==> src/design/citd_pkg.sv <==
package citd_pkg;
  // register space offsets and reset values
  localparam logic [7:0] ADDR_STACK_TOP = 8'h81;
  localparam logic [7:0] ADDR_PTR_LOW = 8'h82;
  localparam logic [7:0] ADDR_PTR_HIGH = 8'h83;
  localparam logic [7:0] RST_STACK_TOP = 8'h07;
  localparam logic [7:0] RST_PTR_LOW = 8'h00;
  localparam logic [7:0] RST_PTR_HIGH = 8'h00;
  // direct addresses with this bit set reach the register space
  localparam int SPECIAL_BIT = 7;
  // cycle counts and range spreads
  localparam logic [3:0] CYC1 = 4'h1, CYC2 = 4'h2, CYC3 = 4'h3;
  localparam logic [3:0] CYC4 = 4'h4, CYC5 = 4'h5, CYC6 = 4'h6;
  localparam logic [1:0] SPAN2 = 2'h2, SPAN3 = 2'h3;
  // stack steps for one byte and for a return address
  localparam logic [7:0] STK_ONE = 8'h01, STK_TWO = 8'h02;
  // single opcodes
  localparam logic [7:0] OP_NOP = 8'h00, OP_SPARE = 8'ha5;
  localparam logic [7:0] OP_ANL_DI = 8'h53, OP_ORL_DI = 8'h43;
  localparam logic [7:0] OP_XRL_DI = 8'h63, OP_CLR_A = 8'he4;
  localparam logic [7:0] OP_CPL_A = 8'hf4, OP_RL_A = 8'h23;
  localparam logic [7:0] OP_RLC_A = 8'h33, OP_RR_A = 8'h03;
  localparam logic [7:0] OP_RRC_A = 8'h13, OP_SWAP_A = 8'hc4;
  localparam logic [7:0] OP_MOV_DD = 8'h85, OP_LOAD_PTR = 8'h90;
  localparam logic [7:0] OP_CODE_PTR = 8'h93, OP_CODE_PC = 8'h83;
  localparam logic [7:0] OP_XRD_PTR = 8'he0, OP_XWR_PTR = 8'hf0;
  localparam logic [7:0] OP_PUSH = 8'hc0, OP_POP = 8'hd0;
  localparam logic [7:0] OP_CLR_C = 8'hc3, OP_SET_C = 8'hd3;
  localparam logic [7:0] OP_CPL_C = 8'hb3, OP_CLR_B = 8'hc2;
  localparam logic [7:0] OP_SET_B = 8'hd2, OP_CPL_B = 8'hb2;
  localparam logic [7:0] OP_ANL_CB = 8'h82, OP_ANL_CNB = 8'hb0;
  localparam logic [7:0] OP_ORL_CB = 8'h72, OP_ORL_CNB = 8'ha0;
  localparam logic [7:0] OP_MOV_CB = 8'ha2, OP_MOV_BC = 8'h92;
  localparam logic [7:0] OP_JC = 8'h40, OP_JNC = 8'h50;
  localparam logic [7:0] OP_JZ = 8'h60, OP_JNZ = 8'h70;
  localparam logic [7:0] OP_JB = 8'h20, OP_JNB = 8'h30;
  localparam logic [7:0] OP_JB_CLR = 8'h10, OP_LCALL = 8'h12;
  localparam logic [7:0] OP_LJMP = 8'h02, OP_RET = 8'h22;
  localparam logic [7:0] OP_RETI = 8'h32, OP_SJMP = 8'h80;
  localparam logic [7:0] OP_JMP_IND = 8'h73, OP_CMPJ_AD = 8'hb5;
  localparam logic [7:0] OP_CMPJ_AI = 8'hb4, OP_DECJ_D = 8'hd5;
  // opcode groups: top five bits for register forms
  localparam logic [4:0] G_MOV_A_REG = 5'h1d, G_MOV_REG_A = 5'h1f;
  localparam logic [4:0] G_CMPJ_REG = 5'h17, G_DECJ_REG = 5'h1b;
  // top seven bits for indirect forms
  localparam logic [6:0] G_MOV_A_IND = 7'h73, G_MOV_IND_A = 7'h7b;
  localparam logic [6:0] G_XRD_IND = 7'h71, G_XWR_IND = 7'h79;
  localparam logic [6:0] G_CMPJ_IND = 7'h5b;
  // low five bits of the page jump and page call
  localparam logic [4:0] LOW_AJMP = 5'h01, LOW_ACALL = 5'h11;
  // low opcode bits that mark an indirect operand
  localparam logic [2:0] IND_LOW = 3'h3;
endpackage

==> src/design/citd_core.sv <==
// Notes on behaviour
// - logic op of immediate into direct byte takes three cycles
// - clear, rotates, swap of accumulator one cycle; complement two
// - register to accumulator moves one cycle, indirect moves two
// - direct to direct move takes three cycles
// - pointer load from 16-bit constant takes three cycles
// - code read via pointer four to seven cycles, via pc three
// - external data reads and writes take three cycles
// - push and pop of direct byte take two cycles
// - carry ops one cycle, addressed bit ops two cycles
// - carry or zero jumps: two not taken, four to six taken
// - bit jumps three or five to seven; clear variant clears set bit
// - page/short jumps 4-6, long 5-7, returns 6-8 cycles
// - indirect jump via accumulator plus pointer three to five cycles
// - compare-jump: three or four not taken, five to eight taken
// - decrement-jump: two or three not taken, four to seven taken
// - register operand picks R0-R7 of bank; indirect uses R0 or R1
// - relative target is next address plus signed 8-bit offset
// - direct address below 0x80 is RAM, above is register space
// - page target keeps 2 kB page of the following instruction
// - long target reaches any of 64 kB program space
// - spare opcode 0xa5 behaves as one-cycle no-operation
// - 16-bit pointer built from low and high byte registers
// - stack pointer resets to 0x07, incremented before push stores
// - branches not taken finish sooner than when taken
module citd_core import citd_pkg::*; (
  input wire logic mclk,
  input wire logic sys_rst,
  input wire logic instrValid,
  input wire logic [7:0] opcode,
  input wire logic [7:0] operand1,
  input wire logic [7:0] operand2,
  input wire logic [15:0] nextPc,
  input wire logic [1:0] bankSel,
  input wire logic [7:0] accValue,
  input wire logic carryFlag,
  input wire logic bitValue,
  input wire logic [7:0] operandValue,
  input wire logic [15:0] retAddr,
  input wire logic [1:0] prefetchAlign,
  input wire logic [7:0] regBusAddr,
  input wire logic regBusWrEn,
  input wire logic [7:0] regBusWrData,
  output logic [7:0] regBusRdData,
  output logic instrReady,
  output logic instrDone,
  output logic [3:0] cycleCount,
  output logic branchTaken,
  output logic [15:0] branchTarget,
  output logic [15:0] codeAddr,
  output logic [4:0] regAddr,
  output logic regIndirect,
  output logic [7:0] directAddr,
  output logic directIsSpecial,
  output logic bitClearReq,
  output logic [7:0] stackAddr,
  output logic stackWrite,
  output logic stackRead,
  output logic [15:0] codeDataPointer
);

  typedef struct packed {
    logic busy;
    logic [3:0] cnt;
    logic ready;
    logic done;
    logic [3:0] cycles;
    logic taken;
    logic [15:0] target;
    logic [15:0] codeAddr;
    logic [4:0] regAddr;
    logic regInd;
    logic [7:0] dirAddr;
    logic dirSpecial;
    logic bitClr;
    logic [7:0] stkAddr;
    logic stkWr;
    logic stkRd;
    logic [7:0] pointerLowByte;
    logic [7:0] pointerHighByte;
    logic [7:0] stackTopPtr;
    logic [7:0] rdData;
  } citd_state_type;

  citd_state_type st_q;
  citd_state_type st_d;
  logic accept;
  logic [3:0] cyc;
  logic tkn;
  logic [15:0] relOne;
  logic [15:0] relTwo;
  logic [15:0] pageTgt;
  logic [15:0] ptrWord;
  logic [15:0] accPlusPtr;

  // count inside a range chosen by prefetch alignment, capped at the top
  function automatic logic [3:0] pick(input logic [3:0] lo,
                                      input logic [1:0] span,
                                      input logic [1:0] align);
    logic [1:0] step;
    step = (align > span) ? span : align;
    pick = lo + {2'b00, step};
  endfunction

  // not-taken count or ranged taken count
  function automatic logic [3:0] brCyc(input logic cond,
                                       input logic [3:0] nt,
                                       input logic [3:0] lo,
                                       input logic [1:0] align);
    brCyc = cond ? pick(lo, SPAN2, align) : nt;
  endfunction

  // branch target candidates
  assign ptrWord = {st_q.pointerHighByte, st_q.pointerLowByte};
  assign accPlusPtr = ptrWord + {8'h00, accValue};
  assign relOne = nextPc + {{8{operand1[7]}}, operand1};
  assign relTwo = nextPc + {{8{operand2[7]}}, operand2};
  assign pageTgt = {nextPc[15:11], opcode[7:5], operand1};
  assign accept = instrValid && st_q.ready;

  // next state: sequencing, decode, register access, reset
  always_comb begin
    st_d = st_q;
    st_d.done = 1'b0;
    st_d.bitClr = 1'b0;
    st_d.stkWr = 1'b0;
    st_d.stkRd = 1'b0;
    cyc = CYC1;
    tkn = 1'b0;
    // count down the instruction in flight
    if (st_q.busy) begin
      if (st_q.cnt == 4'h0) begin
        st_d.busy = 1'b0;
      end else begin
        st_d.cnt = st_q.cnt - 4'h1;
        st_d.done = (st_q.cnt == 4'h1);
      end
    end
    // register space writes
    if (regBusWrEn) begin
      case (regBusAddr)
        ADDR_PTR_LOW: st_d.pointerLowByte = regBusWrData;
        ADDR_PTR_HIGH: st_d.pointerHighByte = regBusWrData;
        ADDR_STACK_TOP: st_d.stackTopPtr = regBusWrData;
        default: ;
      endcase
    end
    // register space reads, one cycle later, unmapped reads zero
    case (regBusAddr)
      ADDR_PTR_LOW: st_d.rdData = st_q.pointerLowByte;
      ADDR_PTR_HIGH: st_d.rdData = st_q.pointerHighByte;
      ADDR_STACK_TOP: st_d.rdData = st_q.stackTopPtr;
      default: st_d.rdData = 8'h00;
    endcase
    if (accept) begin
      // operand decode
      st_d.regInd = (opcode[3:1] == IND_LOW);
      if (opcode[3:1] == IND_LOW) begin
        st_d.regAddr = {bankSel, 2'b00, opcode[0]};
      end else begin
        st_d.regAddr = {bankSel, opcode[2:0]};
      end
      st_d.dirAddr = operand1;
      st_d.dirSpecial = operand1[SPECIAL_BIT];
      st_d.target = nextPc;
      st_d.codeAddr = ptrWord;
      case (opcode)
        OP_NOP, OP_SPARE: cyc = CYC1;
        OP_ANL_DI, OP_ORL_DI, OP_XRL_DI: cyc = CYC3;
        OP_CLR_A, OP_RL_A, OP_RLC_A: cyc = CYC1;
        OP_RR_A, OP_RRC_A, OP_SWAP_A: cyc = CYC1;
        OP_CPL_A: cyc = CYC2;
        OP_MOV_DD: begin
          cyc = CYC3;
          st_d.dirAddr = operand2;
          st_d.dirSpecial = operand2[SPECIAL_BIT];
        end
        OP_LOAD_PTR: begin
          cyc = CYC3;
          st_d.pointerHighByte = operand1;
          st_d.pointerLowByte = operand2;
        end
        OP_CODE_PTR: begin
          cyc = pick(CYC4, SPAN3, prefetchAlign);
          st_d.codeAddr = accPlusPtr;
        end
        OP_CODE_PC: begin
          cyc = CYC3;
          st_d.codeAddr = nextPc + {8'h00, accValue};
        end
        OP_XRD_PTR, OP_XWR_PTR: cyc = CYC3;
        OP_PUSH: begin
          cyc = CYC2;
          st_d.stackTopPtr = st_q.stackTopPtr + STK_ONE;
          st_d.stkAddr = st_q.stackTopPtr + STK_ONE;
          st_d.stkWr = 1'b1;
        end
        OP_POP: begin
          cyc = CYC2;
          st_d.stkAddr = st_q.stackTopPtr;
          st_d.stackTopPtr = st_q.stackTopPtr - STK_ONE;
          st_d.stkRd = 1'b1;
        end
        OP_CLR_C, OP_SET_C, OP_CPL_C: cyc = CYC1;
        OP_CLR_B, OP_SET_B, OP_CPL_B, OP_ANL_CB, OP_ANL_CNB,
        OP_ORL_CB, OP_ORL_CNB, OP_MOV_CB, OP_MOV_BC: begin
          cyc = CYC2;
        end
        OP_JC, OP_JNC, OP_JZ, OP_JNZ: begin
          case (opcode)
            OP_JC: tkn = carryFlag;
            OP_JNC: tkn = !carryFlag;
            OP_JZ: tkn = (accValue == 8'h00);
            default: tkn = (accValue != 8'h00);
          endcase
          cyc = brCyc(tkn, CYC2, CYC4, prefetchAlign);
          st_d.target = relOne;
        end
        OP_JB, OP_JNB, OP_JB_CLR: begin
          tkn = (opcode == OP_JNB) ? !bitValue : bitValue;
          cyc = brCyc(tkn, CYC3, CYC5, prefetchAlign);
          st_d.bitClr = (opcode == OP_JB_CLR) && bitValue;
          st_d.target = relTwo;
        end
        OP_LCALL, OP_LJMP: begin
          tkn = 1'b1;
          cyc = pick(CYC5, SPAN2, prefetchAlign);
          st_d.target = {operand1, operand2};
          if (opcode == OP_LCALL) begin
            st_d.stackTopPtr = st_q.stackTopPtr + STK_TWO;
            st_d.stkAddr = st_q.stackTopPtr + STK_ONE;
            st_d.stkWr = 1'b1;
          end
        end
        OP_RET, OP_RETI: begin
          tkn = 1'b1;
          cyc = pick(CYC6, SPAN2, prefetchAlign);
          st_d.target = retAddr;
          st_d.stkAddr = st_q.stackTopPtr;
          st_d.stackTopPtr = st_q.stackTopPtr - STK_TWO;
          st_d.stkRd = 1'b1;
        end
        OP_SJMP: begin
          tkn = 1'b1;
          cyc = pick(CYC4, SPAN2, prefetchAlign);
          st_d.target = relOne;
        end
        OP_JMP_IND: begin
          tkn = 1'b1;
          cyc = pick(CYC3, SPAN2, prefetchAlign);
          st_d.target = accPlusPtr;
        end
        OP_CMPJ_AD, OP_CMPJ_AI: begin
          if (opcode == OP_CMPJ_AD) begin
            tkn = (accValue != operandValue);
            cyc = brCyc(tkn, CYC4, CYC6, prefetchAlign);
          end else begin
            tkn = (accValue != operand1);
            cyc = brCyc(tkn, CYC3, CYC6, prefetchAlign);
          end
          st_d.target = relTwo;
        end
        OP_DECJ_D: begin
          tkn = (operandValue != STK_ONE);
          cyc = brCyc(tkn, CYC3, CYC5, prefetchAlign);
          st_d.target = relTwo;
        end
        default: begin
          if (opcode[7:3] == G_MOV_A_REG || opcode[7:3] == G_MOV_REG_A) begin
            cyc = CYC1;
          end else if (opcode[7:1] == G_MOV_A_IND ||
                       opcode[7:1] == G_MOV_IND_A) begin
            cyc = CYC2;
          end else if (opcode[7:1] == G_XRD_IND ||
                       opcode[7:1] == G_XWR_IND) begin
            cyc = CYC3;
          end else if (opcode[7:3] == G_CMPJ_REG) begin
            tkn = (operandValue != operand1);
            cyc = brCyc(tkn, CYC3, CYC5, prefetchAlign);
            st_d.target = relTwo;
          end else if (opcode[7:1] == G_CMPJ_IND) begin
            tkn = (operandValue != operand1);
            cyc = brCyc(tkn, CYC4, CYC6, prefetchAlign);
            st_d.target = relTwo;
          end else if (opcode[7:3] == G_DECJ_REG) begin
            tkn = (operandValue != STK_ONE);
            cyc = brCyc(tkn, CYC2, CYC4, prefetchAlign);
            st_d.target = relOne;
          end else if (opcode[4:0] == LOW_AJMP ||
                       opcode[4:0] == LOW_ACALL) begin
            tkn = 1'b1;
            cyc = pick(CYC4, SPAN2, prefetchAlign);
            st_d.target = pageTgt;
            if (opcode[4:0] == LOW_ACALL) begin
              st_d.stackTopPtr = st_q.stackTopPtr + STK_TWO;
              st_d.stkAddr = st_q.stackTopPtr + STK_ONE;
              st_d.stkWr = 1'b1;
            end
          end else begin
            cyc = CYC1;
          end
        end
      endcase
      st_d.busy = 1'b1;
      st_d.cnt = cyc - 4'h1;
      st_d.done = (cyc == CYC1);
      st_d.cycles = cyc;
      st_d.taken = tkn;
    end
    st_d.ready = !st_d.busy || (st_d.cnt == 4'h0);
    // synchronous reset
    if (sys_rst) begin
      st_d = '0;
      st_d.ready = 1'b1;
      st_d.stackTopPtr = RST_STACK_TOP;
      st_d.pointerLowByte = RST_PTR_LOW;
      st_d.pointerHighByte = RST_PTR_HIGH;
    end
  end

  // state register
  always_ff @(posedge mclk) begin
    st_q <= st_d;
  end

  // outputs straight from the state register
  assign regBusRdData = st_q.rdData;
  assign instrReady = st_q.ready;
  assign instrDone = st_q.done;
  assign cycleCount = st_q.cycles;
  assign branchTaken = st_q.taken;
  assign branchTarget = st_q.target;
  assign codeAddr = st_q.codeAddr;
  assign regAddr = st_q.regAddr;
  assign regIndirect = st_q.regInd;
  assign directAddr = st_q.dirAddr;
  assign directIsSpecial = st_q.dirSpecial;
  assign bitClearReq = st_q.bitClr;
  assign stackAddr = st_q.stkAddr;
  assign stackWrite = st_q.stkWr;
  assign stackRead = st_q.stkRd;
  assign codeDataPointer = ptrWord;
endmodule

==> config.mk <==
export PLATFORM = sky130hd
export DESIGN_NAME = citd_core
export DESIGN_NICKNAME = d
export VERILOG_FILES = /design/src/design/citd_pkg.sv /design/src/design/citd_core.sv
export SDC_FILE = /design/constraint.sdc
export NUM_CORES = 1
export LEC_CHECK = 0
export ABC_AREA = 1
export BUFFER_PORTS_ARGS = -buffer_cell sky130_fd_sc_hd__buf_4
export CAP_MARGIN = 0
export CORE_AREA = 2 2 155 218
export CTS_BUF_LIST = sky130_fd_sc_hd__clkbuf_4
export CTS_CLUSTER_SIZE = 10
export DETAILED_ROUTE_END_ITERATION = 8
export DIE_AREA = 0 0 157 220
export SLEW_MARGIN = 20
export SYNTH_ARGS = -nofsm -noshare
export SYNTH_HDL_FRONTEND = slang
export SYNTH_SLANG_ARGS = --single-unit
export TNS_END_PERCENT = 5
==> constraint.sdc <==
create_clock -name mclk -period 3.65 [get_ports mclk]
set_input_delay 0.73 -clock mclk [delete_from_list [all_inputs] [get_ports mclk]]
set_output_delay 0.73 -clock mclk [all_outputs]
set_load 0.02 [all_outputs]
==> results of run 1 <==
layout make-up:
type | instances | area share, %
multi-input combinational | 1437 | 59.1
sequential | 101 | 15.8
timing repair buffer | 223 | 13.2
inverter | 222 | 6.50
tap | 445 | 4.35
clock buffer | 10 | 0.586
clock inverter | 6 | 0.439
antenna | 3 | 0.0586
synth_stat cells, drive strengths merged (5+ instances only):
cell type	count
o211ai	44
o21bai	13
buf	98
inv	221
nor3	18
a221oi	8
nand2	521
ha	55
o2111ai	10
o21ai	150
xor2	26
a21oi	125
clkbuf	37
xnor2	21
a211oi	5
a31oi	15
dfxtp	101
or2	14
nand4	29
nand3b	11
nor2	197
nand3	129
o221ai	8
metal layers:
metal	share of wire, %	global-route usage (%)
met1	38	35.2
met4	6.3	18.3
met3	5.9	4.44
met5	0	0
met2	50	56.0
logic make-up (layout without fill, tap and decap cells):
logic type               count (synthesis)  count (layout)
other                                    0               3
buffers and inverters                  357             461
AO/OA/AOI/OAI                          405             405
AND/OR/NAND/NOR                        926             926
adder cells (fa/ha/maj)                 59              59
flip-flops                             101             101
XOR/XNOR                                47              47
per-stage QoR:
stage | util (%) | setup slack [ns] | std cells
floorplan | - | 0.855 | 1895
global placement | 38.7 | 0.0960 | 2428
detailed placement | 38.7 | 0.0874 | 2428
CTS | 39.1 | 0.706 | 2444
global route | 39.2 | 0.393 | 2447
finish | 39.2 | 0.665 | 2447
sequential cells by signal, indices dropped and copies added (netlist names), 4 cells and up:
signal and flops:
codeDataPointer 16, branchTarget 16, st_q 13, stackAddr 8, codeAddr 16, directAddr 8, cycleCount 4, regAddr 5
regBusRdData 8
worst max-delay path, cell delays in order:
cell	delay, ns
sky130_fd_sc_hd__buf_4	0.14
sky130_fd_sc_hd__inv_2	0.13
sky130_fd_sc_hd__nand2_2	0.09
sky130_fd_sc_hd__nor2_2	0.25
sky130_fd_sc_hd__nand2_1	0.26
sky130_fd_sc_hd__inv_1	0.11
sky130_fd_sc_hd__nand3_1	0.25
sky130_fd_sc_hd__nand2_1	0.18
sky130_fd_sc_hd__nor2_1	0.06
sky130_fd_sc_hd__a211oi_1	0.20
sky130_fd_sc_hd__nand2_1	0.08
sky130_fd_sc_hd__nor2_1	0.22
sky130_fd_sc_hd__ha_1	0.28
sky130_fd_sc_hd__o21ai_0	0.23
sky130_fd_sc_hd__inv_1	0.06
sky130_fd_sc_hd__a21oi_1	0.12
sky130_fd_sc_hd__nand2_1	0.07
sky130_fd_sc_hd__nand2_1	0.05
power breakdown:
group | internal [uW] | total [uW] | switching [uW] | leakage [uW]
registers | 1200 | 1280 | 85.2 | 0.000827
logic | 525 | 1560 | 1030 | 0.00557
clock network | 160 | 650 | 490 | 0.0000697
total | 1880 | 3490 | 1610 | 0.00646
worst paths after layout:
path / startpoint / end / slack (ns)
worst max register to register: codeDataPointer[2] / branchTarget[15] / 1.04
worst min-delay path: bankSel[0] / regAddr[3] / 0.41
worst max-delay path: opcode[3] / instrReady / 0.66
worst min register to register: stackAddr[6] / stackAddr[6] / 0.48
==> run_summary.xml, run 1 <==
<?xml version="1.0" encoding="UTF-8"?>
<metrics>
  <group name="sta">
    <metric name="final_hold_viol_count" unit="">0</metric>
    <metric name="clock-skew-final" unit="ns">0.0499</metric>
    <metric name="max_slew.worst_pin.slew" unit="ns">0.704</metric>
    <metric name="timing.max_slew.rel_slack" unit="%">52.6</metric>
    <metric name="period_share" unit="%">81.8</metric>
    <metric name="maxSlewViolCount" unit="">0</metric>
    <metric name="setup_tns" unit="ns">0</metric>
    <metric name="hold_ws" unit="ns">0.408</metric>
    <metric name="setup_violations" unit="">0</metric>
    <metric name="max_freq" unit="MHz">335</metric>
    <metric name="time_the_final_worst_path_needs_with_i_o_delays_and_setup" unit="ns">2.99</metric>
    <metric name="grt_setup_unrepaired" unit="">false</metric>
  </group>
  <group name="setup_path">
    <metric name="critical_path_peak_fanout" unit="">5</metric>
    <metric name="worst-endpoint-required" unit="ns">4.17</metric>
    <metric name="critical_path_class" unit="">primary input to register</metric>
    <metric name="reg2regPathDepth" unit="">13</metric>
    <metric name="cp.arrival" unit="ns">3.50</metric>
    <metric name="crit_path_start_kind" unit="">primary input</metric>
    <metric name="crit_path_end_kind" unit="">register</metric>
  </group>
  <group name="clock_tree">
    <metric name="cts_max_path_buffers" unit="">2</metric>
    <metric name="cts-root-buf" unit="">sky130_fd_sc_hd__clkbuf_4</metric>
    <metric name="cts_max_level" unit="">3</metric>
    <metric name="post_cts_resized" unit="">0</metric>
    <metric name="clock_tree_from_tritoncts" unit="">done</metric>
    <metric name="cts_buffers" unit="">9</metric>
    <metric name="clk_pin_slew" unit="ns">0.17</metric>
    <metric name="postCtsSetupRepairBufs" unit="">0</metric>
    <metric name="post_cts_hold_buffer_count" unit="">0</metric>
    <metric name="tritoncts_num_sinks" unit="">101</metric>
    <metric name="clock_latency" unit="ns">0.61</metric>
  </group>
  <group name="synth">
    <metric name="ys_top_cells_by_area" unit="">sky130_fd_sc_hd__dfxtp_1 (18%), sky130_fd_sc_hd__nand2_1 (17%), sky130_fd_sc_hd__inv_1 (6.6%)</metric>
    <metric name="dominantRegCellSynth" unit="">sky130_fd_sc_hd__dfxtp_1</metric>
    <metric name="synth_mux_area_share" unit="%">0</metric>
    <metric name="yosysTopAreaCellShare" unit="%">17.9</metric>
    <metric name="syn-cell-area" unit="um^2">11300</metric>
    <metric name="synth-compound-area-share" unit="%">21.4</metric>
    <metric name="share_of_flip_flops_with_an_asynchronous_set_or_reset_after_synthesis" unit="%">0</metric>
    <metric name="combinational_family_with_the_most_area_after_synthesis" unit="">simple AND/OR/NAND/NOR gates</metric>
    <metric name="seq_area_frac_synth" unit="%">17.9</metric>
    <metric name="yosys_register_bits" unit="">101</metric>
    <metric name="synth.yosys.warnings" unit="">0</metric>
    <metric name="cell_count_after_synthesis" unit="">1895</metric>
    <metric name="synth_top_cell_by_area" unit="">sky130_fd_sc_hd__dfxtp_1</metric>
    <metric name="postSynthNetCount" unit="">2052</metric>
    <metric name="synth_fa_ha_area_share" unit="%">6.82</metric>
    <metric name="synth_xor_xnor_area_share" unit="%">3.65</metric>
    <metric name="yosysUniqueCellTypes" unit="">56</metric>
    <metric name="simple_logic_cell_fraction_of_the_synthesized_area" unit="%">35.4</metric>
    <metric name="postSynthAreaPerCell" unit="um^2">5.95</metric>
    <metric name="synth_enable_flop_cells" unit="">0</metric>
  </group>
  <group name="final_layout">
    <metric name="final_nets" unit="">2151</metric>
    <metric name="layout_commonest_cell" unit="">sky130_fd_sc_hd__nand2_1</metric>
    <metric name="final_cell_area" unit="um^2">12800</metric>
    <metric name="drive_above_1_share" unit="%">15.8</metric>
    <metric name="syn_to_final_growth" unit="%">13.7</metric>
    <metric name="area_of_the_multi_input_gates" unit="um^2">7570</metric>
    <metric name="count_of_fill_cells_added_during_filler_insertion" unit="">3669</metric>
    <metric name="most-common-layout-cells" unit="">sky130_fd_sc_hd__nand2_1 (507), sky130_fd_sc_hd__buf_4 (222), sky130_fd_sc_hd__inv_1 (197)</metric>
    <metric name="regArea" unit="um^2">2020</metric>
  </group>
  <group name="global_routing">
    <metric name="global_route.usage.total" unit="%">31.3</metric>
    <metric name="grt_antenna_before_repair" unit="">2</metric>
    <metric name="via_count_of_the_first_global_routing_pass" unit="">12700</metric>
    <metric name="grt.overflow.total" unit="">0</metric>
    <metric name="grt_pass1_wl" unit="mm">79.4</metric>
    <metric name="pin_count_of_the_biggest_net_entering_global_routing" unit="">40</metric>
  </group>
  <group name="die">
    <metric name="placeableCoreArea" unit="um^2">32700</metric>
    <metric name="die_area" unit="um^2">34500</metric>
    <metric name="ioPinCount" unit="">187</metric>
    <metric name="die_width" unit="um">157</metric>
    <metric name="chipHeight" unit="um">220</metric>
    <metric name="starting_density" unit="%">34.4</metric>
    <metric name="floorplan_row_count" unit="">79</metric>
  </group>
  <group name="drt">
    <metric name="ant_nets" unit="">0</metric>
    <metric name="count_of_tritonroute_iterations_in_the_first_routing_pass" unit="">5</metric>
    <metric name="vias" unit="">13400</metric>
    <metric name="finalWirelength" unit="mm">54.6</metric>
    <metric name="wl_per_cell" unit="um">22.3</metric>
    <metric name="drt_iter0_markers" unit="">981</metric>
    <metric name="post_detailed_route_drc_marker_count" unit="">0</metric>
    <metric name="vias_per_cell" unit="">5.47</metric>
  </group>
  <group name="run">
    <metric name="drv.max_cap_violation_count" unit="">0</metric>
  </group>
  <group name="worst_hold_path">
    <metric name="timing.hold.worst_path_depth" unit="">3</metric>
    <metric name="min_path_type" unit="">primary input to register</metric>
  </group>
  <group name="power_and_ir_drop">
    <metric name="static_leakage" unit="uW">0.00646</metric>
    <metric name="power.ir.vdd_worst" unit="mV">0.129</metric>
    <metric name="power-per-cell-area" unit="nW/um^2">272</metric>
    <metric name="fin_total_pwr" unit="uW">3490</metric>
  </group>
  <group name="run_status">
    <metric name="run_status" unit="">complete, no violations</metric>
  </group>
  <group name="placement">
    <metric name="port_buffer_count" unit="">186</metric>
    <metric name="placed_cell_areas" unit="um^2">12700</metric>
    <metric name="hpwl" unit="mm">44.5</metric>
    <metric name="gp_routability_congestion" unit="">1.03</metric>
  </group>
</metrics>
Power figures use the tool's default switching activity.
==> inputs of run 2 (changes only) <==
clock period = 2.9 ns   (was 3.65 ns; I/O delays follow)
==> run_summary.xml, run 2 (same netlist as run 1, synthesis figures left out) <==
<?xml version="1.0" encoding="UTF-8"?>
<metrics>
  <group name="final_layout">
    <metric name="final_cells" unit="">2621</metric>
    <metric name="layout_commonest_cell" unit="">sky130_fd_sc_hd__nand2_1</metric>
    <metric name="drive_above_1_share" unit="%">22.6</metric>
    <metric name="final_nets" unit="">2328</metric>
    <metric name="most-common-layout-cells" unit="">sky130_fd_sc_hd__nand2_1 (507), sky130_fd_sc_hd__buf_4 (397), sky130_fd_sc_hd__inv_1 (197)</metric>
    <metric name="syn_to_final_growth" unit="%">25.5</metric>
  </group>
  <group name="power_and_ir_drop">
    <metric name="pwr-share-seq" unit="%">35.7</metric>
    <metric name="switching_share" unit="%">44.5</metric>
    <metric name="static_leakage" unit="uW">0.00732</metric>
    <metric name="power.ir.vdd_worst" unit="mV">0.169</metric>
    <metric name="netSwitchingPower" unit="uW">2000</metric>
    <metric name="comb_power_share" unit="%">47.1</metric>
    <metric name="clockPowerShare" unit="%">17.2</metric>
    <metric name="power-per-cell-area" unit="nW/um^2">318</metric>
    <metric name="p_int" unit="uW">2490</metric>
  </group>
  <group name="global_routing">
    <metric name="global_route.usage.total" unit="%">31.2</metric>
    <metric name="pin_count_of_the_biggest_net_entering_global_routing" unit="">57</metric>
    <metric name="grt_pass1_wl" unit="mm">80.0</metric>
    <metric name="grt.overflow.total" unit="">0</metric>
    <metric name="grt_antenna_before_repair" unit="">2</metric>
    <metric name="via_count_of_the_first_global_routing_pass" unit="">13400</metric>
  </group>
  <group name="drt">
    <metric name="post_detailed_route_drc_marker_count" unit="">0</metric>
    <metric name="vias" unit="">13900</metric>
    <metric name="finalWirelength" unit="mm">54.3</metric>
    <metric name="ant_nets" unit="">0</metric>
    <metric name="drt_iter0_markers" unit="">1105</metric>
    <metric name="wl_per_cell" unit="um">20.7</metric>
    <metric name="vias_per_cell" unit="">5.32</metric>
    <metric name="count_of_tritonroute_iterations_in_the_first_routing_pass" unit="">6</metric>
  </group>
  <group name="placement">
    <metric name="pre_cts_ws" unit="ns">-0.111</metric>
    <metric name="hpwl" unit="mm">45.0</metric>
    <metric name="gp_routability_congestion" unit="">0.999</metric>
    <metric name="placed_cells" unit="">2605</metric>
    <metric name="port_buffer_count" unit="">186</metric>
  </group>
  <group name="sta">
    <metric name="time_the_final_worst_path_needs_with_i_o_delays_and_setup" unit="ns">2.51</metric>
    <metric name="max_freq" unit="MHz">399</metric>
    <metric name="timing.max_slew.rel_slack" unit="%">62.8</metric>
    <metric name="maxSlewViolCount" unit="">0</metric>
    <metric name="final_hold_viol_count" unit="">0</metric>
    <metric name="period_share" unit="%">86.5</metric>
    <metric name="clock-skew-final" unit="ns">0.0512</metric>
    <metric name="setup_tns" unit="ns">0</metric>
    <metric name="max_slew.worst_pin.slew" unit="ns">0.556</metric>
    <metric name="grt_setup_unrepaired" unit="">false</metric>
    <metric name="layout_setup_ws" unit="ns">0.392</metric>
    <metric name="setup_violations" unit="">0</metric>
  </group>
  <group name="die">
    <metric name="chipHeight" unit="um">220</metric>
    <metric name="placeableCoreArea" unit="um^2">32700</metric>
    <metric name="starting_density" unit="%">34.4</metric>
    <metric name="ioPinCount" unit="">187</metric>
    <metric name="die_area" unit="um^2">34500</metric>
    <metric name="floorplan_row_count" unit="">79</metric>
    <metric name="die_width" unit="um">157</metric>
  </group>
  <group name="clock_tree">
    <metric name="postCtsSetupRepairBufs" unit="">0</metric>
    <metric name="tritoncts_num_sinks" unit="">101</metric>
    <metric name="cts-root-buf" unit="">sky130_fd_sc_hd__clkbuf_4</metric>
    <metric name="clock_latency" unit="ns">0.59</metric>
    <metric name="clk_pin_slew" unit="ns">0.23</metric>
    <metric name="cts_buffers" unit="">9</metric>
    <metric name="post_cts_hold_buffer_count" unit="">0</metric>
    <metric name="post_cts_resized" unit="">0</metric>
    <metric name="clock_tree_from_tritoncts" unit="">done</metric>
    <metric name="cts_max_path_buffers" unit="">2</metric>
    <metric name="cts_max_level" unit="">3</metric>
  </group>
  <group name="setup_path">
    <metric name="crit_path_start_kind" unit="">primary input</metric>
    <metric name="cpMaxStageDelayCell" unit="">sky130_fd_sc_hd__a211oi_1</metric>
    <metric name="worstPathCellList" unit="">buf_4 -&gt; nor2_1 -&gt; buf_4 -&gt; nand2_2 -&gt; nor2_2 -&gt; nor2_1 -&gt; nand2_1 -&gt; nor2_1 -&gt; nand3_1 -&gt; a211oi_1 -&gt; nand2_1 -&gt; nor2_1 -&gt; ha_1 -&gt; o21ai_0 -&gt; inv_1 -&gt; a21oi_1 -&gt; nand2_1 -&gt; nand2_1</metric>
    <metric name="critical_path_peak_fanout" unit="">5</metric>
    <metric name="crit_path_end_kind" unit="">register</metric>
    <metric name="crit_path_start" unit="">opcode[5]</metric>
    <metric name="gate_family_responsible_for_the_most_delay_along_the_worst_path" unit="">simple AND/OR/NAND/NOR gates</metric>
    <metric name="cp.arrival" unit="ns">3.01</metric>
    <metric name="critical-path-max-stage-delay" unit="ns">0.29</metric>
    <metric name="crit-reg2reg-launch" unit="">codeDataPointer[2]</metric>
    <metric name="critical_path.n_buffers_inverters" unit="">3</metric>
    <metric name="critical_path_class" unit="">primary input to register</metric>
    <metric name="worst-endpoint-required" unit="ns">3.40</metric>
  </group>
  <group name="run_status">
    <metric name="run_status" unit="">complete, no violations</metric>
  </group>
  <group name="worst_hold_path">
    <metric name="min_path_type" unit="">primary input to register</metric>
    <metric name="worstHoldStart" unit="">retAddr[7]</metric>
  </group>
  <group name="run">
    <metric name="drv.max_cap_violation_count" unit="">0</metric>
  </group>
</metrics>
==> run 2: final timing paths <==
kind,depth (start not counted),to,slack (ns)
hold / removal,3,branchTarget[7],0.24
setup / recovery,18,instrReady,0.39
hold reg to reg,2,stackAddr[7],0.48
setup reg to reg,13,branchTarget[15],0.40
==> run 2: final cells by class <==
cell class,count,area (um^2)
inverters,222,833
clock buffers,9,67.6
flip-flops and latches,101,2020
clock inverters,6,46.3
diodes,1,2.50
fillers,3614,18600
repair buffers,400,3040
multi-input cells,1437,7570
well taps,445,557
==> run 2: metal layers <==
layer  up-vias  wire length (um)  track usage [%]
li1       6763                 -                -
met1      6399             20900             36.1
met2       630             26700             55.4
met3       139              3530             3.64
met4         0              3130             17.3
met5         -                 0                0
==> run 2: power groups by stage <==
| stage | sequential (uW) | combinational, uW | clock, uW |
|---|---|---|---|
| 6_report | 1610 | 2110 | 772 |
| 5_1_grt | 1620 | 2300 | 831 |
| 4_1_cts | 1600 | 2090 | 797 |
| 3_5_place_dp | 1630 | 2080 | 0 |
| 3_3_place_gp | 1630 | 2070 | 0 |
| 2_1_floorplan | 1600 | 1260 | 0 |
==> run 2: per-stage QoR <==
stage | hold slack, ns | util (%) | total power [uW] | cell area, um^2
floorplan | 0.445 | - | 2860 | 11300
global placement | 0.455 | 42.9 | 3710 | 14000
detailed placement | 0.457 | 42.9 | 3710 | 14000
CTS | 0.209 | 43.2 | 4490 | 14100
global route | 0.255 | 43.2 | 4740 | 14100
finish | 0.242 | 43.2 | 4490 | 14100
==> run 2: worst min-delay path, stage by stage <==
cell	delay, ns
sky130_fd_sc_hd__buf_4	0.08
sky130_fd_sc_hd__a21oi_1	0.05
sky130_fd_sc_hd__a31oi_1	0.11
==> inputs of run 3 (changes only) <==
CTS_BUF_LIST = not set   (was sky130_fd_sc_hd__clkbuf_4)
==> run_summary.xml, run 3 (same netlist as run 1, synthesis figures left out) <==
<?xml version="1.0" encoding="UTF-8"?>
<metrics>
  <group name="placement">
    <metric name="hpwl" unit="mm">45.0</metric>
    <metric name="port_buffer_count" unit="">186</metric>
    <metric name="gp_routability_congestion" unit="">0.999</metric>
  </group>
  <group name="setup_path">
    <metric name="crit-reg2reg-launch" unit="">codeDataPointer[2]</metric>
    <metric name="critical_path_peak_fanout" unit="">7</metric>
    <metric name="worst-endpoint-required" unit="ns">3.17</metric>
    <metric name="crit_path_start_kind" unit="">primary input</metric>
    <metric name="reg2regPathDepth" unit="">13</metric>
    <metric name="worstReg2RegEnd" unit="">branchTarget[15]</metric>
    <metric name="crit_path_end_kind" unit="">register</metric>
    <metric name="critical_path_class" unit="">primary input to register</metric>
    <metric name="cpMaxStageDelayCell" unit="">sky130_fd_sc_hd__nand3_1</metric>
    <metric name="reg2reg_setup_slack" unit="ns">0.47</metric>
    <metric name="crit_path_start" unit="">opcode[2]</metric>
    <metric name="timing.critical_path.mode_cell" unit="">sky130_fd_sc_hd__buf_4</metric>
    <metric name="worstPathCellList" unit="">buf_4 -&gt; nor2_4 -&gt; buf_4 -&gt; nand3_1 -&gt; inv_2 -&gt; nand2_1 -&gt; nand2_1 -&gt; nor2_1 -&gt; nand2_1 -&gt; nor2_1 -&gt; buf_4 -&gt; nand2_2 -&gt; buf_4 -&gt; a21oi_1 -&gt; o211ai_1 -&gt; buf_4 -&gt; o211ai_1 -&gt; inv_1</metric>
    <metric name="cp.arrival" unit="ns">2.86</metric>
    <metric name="critical-path-max-stage-delay" unit="ns">0.21</metric>
    <metric name="setup.worst_path.end" unit="">branchTarget[2]</metric>
  </group>
  <group name="drt">
    <metric name="finalWirelength" unit="mm">54.3</metric>
    <metric name="met2_length" unit="mm">26.4</metric>
    <metric name="ant_nets" unit="">0</metric>
    <metric name="wirelength_met1" unit="mm">20.8</metric>
    <metric name="count_of_tritonroute_iterations_in_the_first_routing_pass" unit="">5</metric>
    <metric name="drt_iter0_markers" unit="">1202</metric>
    <metric name="post_detailed_route_drc_marker_count" unit="">0</metric>
    <metric name="topRoutingLayerUsed" unit="">met5</metric>
    <metric name="vias" unit="">13900</metric>
    <metric name="vias_per_cell" unit="">5.32</metric>
    <metric name="wl_per_cell" unit="um">20.7</metric>
    <metric name="dr_wl_met3" unit="mm">3.80</metric>
  </group>
  <group name="die">
    <metric name="die_area" unit="um^2">34500</metric>
    <metric name="ioPinCount" unit="">187</metric>
    <metric name="placeableCoreArea" unit="um^2">32700</metric>
    <metric name="chipHeight" unit="um">220</metric>
    <metric name="starting_density" unit="%">34.4</metric>
    <metric name="floorplan_row_count" unit="">79</metric>
    <metric name="die_width" unit="um">157</metric>
  </group>
  <group name="sta">
    <metric name="max_slew.worst_pin.slew" unit="ns">0.573</metric>
    <metric name="grt_setup_unrepaired" unit="">false</metric>
    <metric name="period_share" unit="%">89.2</metric>
    <metric name="clock-skew-final" unit="ns">0.0187</metric>
    <metric name="timing.max_slew.rel_slack" unit="%">61.7</metric>
    <metric name="final_hold_viol_count" unit="">0</metric>
    <metric name="time_the_final_worst_path_needs_with_i_o_delays_and_setup" unit="ns">2.59</metric>
    <metric name="maxSlewViolCount" unit="">0</metric>
    <metric name="setup_tns" unit="ns">0</metric>
    <metric name="setup_violations" unit="">0</metric>
    <metric name="max_freq" unit="MHz">387</metric>
  </group>
  <group name="final_layout">
    <metric name="final_nets" unit="">2328</metric>
    <metric name="antennaDiodeCount" unit="">0</metric>
    <metric name="layout_commonest_cell" unit="">sky130_fd_sc_hd__nand2_1</metric>
    <metric name="regArea" unit="um^2">2020</metric>
    <metric name="drive_above_1_share" unit="%">22.8</metric>
    <metric name="most-common-layout-cells" unit="">sky130_fd_sc_hd__nand2_1 (507), sky130_fd_sc_hd__buf_4 (397), sky130_fd_sc_hd__inv_1 (197)</metric>
    <metric name="syn_to_final_growth" unit="%">27.0</metric>
    <metric name="count_of_fill_cells_added_during_filler_insertion" unit="">3594</metric>
    <metric name="area_of_the_multi_input_gates" unit="um^2">7580</metric>
  </group>
  <group name="global_routing">
    <metric name="global_route.usage.total" unit="%">31.2</metric>
    <metric name="pin_count_of_the_biggest_net_entering_global_routing" unit="">57</metric>
    <metric name="grt.overflow.total" unit="">0</metric>
    <metric name="grt_antenna_before_repair" unit="">3</metric>
    <metric name="via_count_of_the_first_global_routing_pass" unit="">13400</metric>
    <metric name="grt_pass1_wl" unit="mm">80.0</metric>
  </group>
  <group name="power_and_ir_drop">
    <metric name="power-per-cell-area" unit="nW/um^2">348</metric>
    <metric name="power.ir.vdd_worst" unit="mV">0.237</metric>
    <metric name="comb_power_share" unit="%">42.5</metric>
    <metric name="netSwitchingPower" unit="uW">2050</metric>
    <metric name="clockPowerShare" unit="%">25.2</metric>
    <metric name="p_int" unit="uW">2920</metric>
    <metric name="static_leakage" unit="uW">0.00740</metric>
    <metric name="pwr-share-seq" unit="%">32.2</metric>
    <metric name="switching_share" unit="%">41.3</metric>
    <metric name="fin_total_pwr" unit="uW">4980</metric>
  </group>
  <group name="clock_tree">
    <metric name="cts_max_level" unit="">3</metric>
    <metric name="tritoncts_num_sinks" unit="">101</metric>
    <metric name="cts-root-buf" unit="">sky130_fd_sc_hd__clkbuf_16</metric>
    <metric name="clk_pin_slew" unit="ns">0.08</metric>
    <metric name="cts_buffers" unit="">9</metric>
    <metric name="postCtsSetupRepairBufs" unit="">0</metric>
    <metric name="clock_tree_from_tritoncts" unit="">done</metric>
    <metric name="clock_latency" unit="ns">0.39</metric>
    <metric name="cts_max_path_buffers" unit="">2</metric>
  </group>
  <group name="run_status">
    <metric name="run_status" unit="">complete, no violations</metric>
  </group>
  <group name="worst_hold_path">
    <metric name="min_path_type" unit="">primary input to register</metric>
    <metric name="worstHoldStart" unit="">bankSel[0]</metric>
  </group>
  <group name="run">
    <metric name="drv.max_cap_violation_count" unit="">0</metric>
  </group>
</metrics>
run 3: cell count changes in the layout (fill, tap and decap cells not counted):
cell,before,now
sky130_fd_sc_hd__clkbuf_16,0,9
sky130_fd_sc_hd__clkbuf_4,9,0
sky130_fd_sc_hd__clkbuf_8,0,1
sky130_fd_sc_hd__clkinv_1,2,1
sky130_fd_sc_hd__diode_2,1,0
sky130_fd_sc_hd__nor2_1,185,184
sky130_fd_sc_hd__nor2_2,7,8
sky130_fd_sc_hd__o21ai_0,137,136
sky130_fd_sc_hd__o21ai_2,3,4
run 3: cell type report:
cell class | instances | share of cell area, %
multi-input cells | 1437 | 53.0
repair buffers | 400 | 21.2
flip-flops and latches | 101 | 14.1
inverters | 222 | 5.82
well taps | 445 | 3.89
clock buffers | 10 | 1.67
clock inverters | 5 | 0.297
run 3: worst min path at each step:
stage / end / slack (ns) / depth (start not counted)
2_1_floorplan: stackAddr[0] / 0.44 / 2
3_5_place_dp: stackAddr[7] / 0.46 / 2
3_3_place_gp: stackAddr[7] / 0.45 / 2
5_1_grt: stackAddr[6] / 0.48 / 2
6_report: regAddr[3] / 0.44 / 3
4_1_cts: regAddr[3] / 0.43 / 3
run 3: worst max-delay path, delay by kind of cell:
kind,cells,cell delay (ns)
AND/OR/NAND/NOR,8,0.92
buffers and inverters,7,0.96
AO/OA/AOI/OAI,3,0.39
run 3: per-layer routing:
layer,up-vias,GRT usage (%)
met5,-,0
met4,2,17.6
met3,143,3.89
met2,630,55.2
met1,6393,36.1
li1,6763,-
run 3: stage by stage:
stage	std cells	hold WS, ns	utilization (%)	area [um^2]	setup WS, ns
2_1_floorplan	1895	0.445	-	11300	0.255
3_3_place_gp	2605	0.455	42.9	14000	-0.142
3_5_place_dp	2605	0.457	42.9	14000	-0.111
4_1_cts	2620	0.432	43.7	14300	0.287
5_1_grt	2620	0.479	43.8	14300	0.0164
6_report	2620	0.445	43.8	14300	0.314
run 3: what timing repair did:
item                       CTS  global route
gates resized for setup      0             3
hold buffers                 0             0
setup endpoints to repair    0             1
run 3: power groups by stage:
stage | registers (uW) | logic [uW] | clock network [uW]
finish | 1600 | 2120 | 1260
floorplan | 1600 | 1260 | 0
detailed placement | 1630 | 2080 | 0
CTS | 1600 | 2090 | 1290
global placement | 1630 | 2070 | 0
global route | 1620 | 2300 | 1320
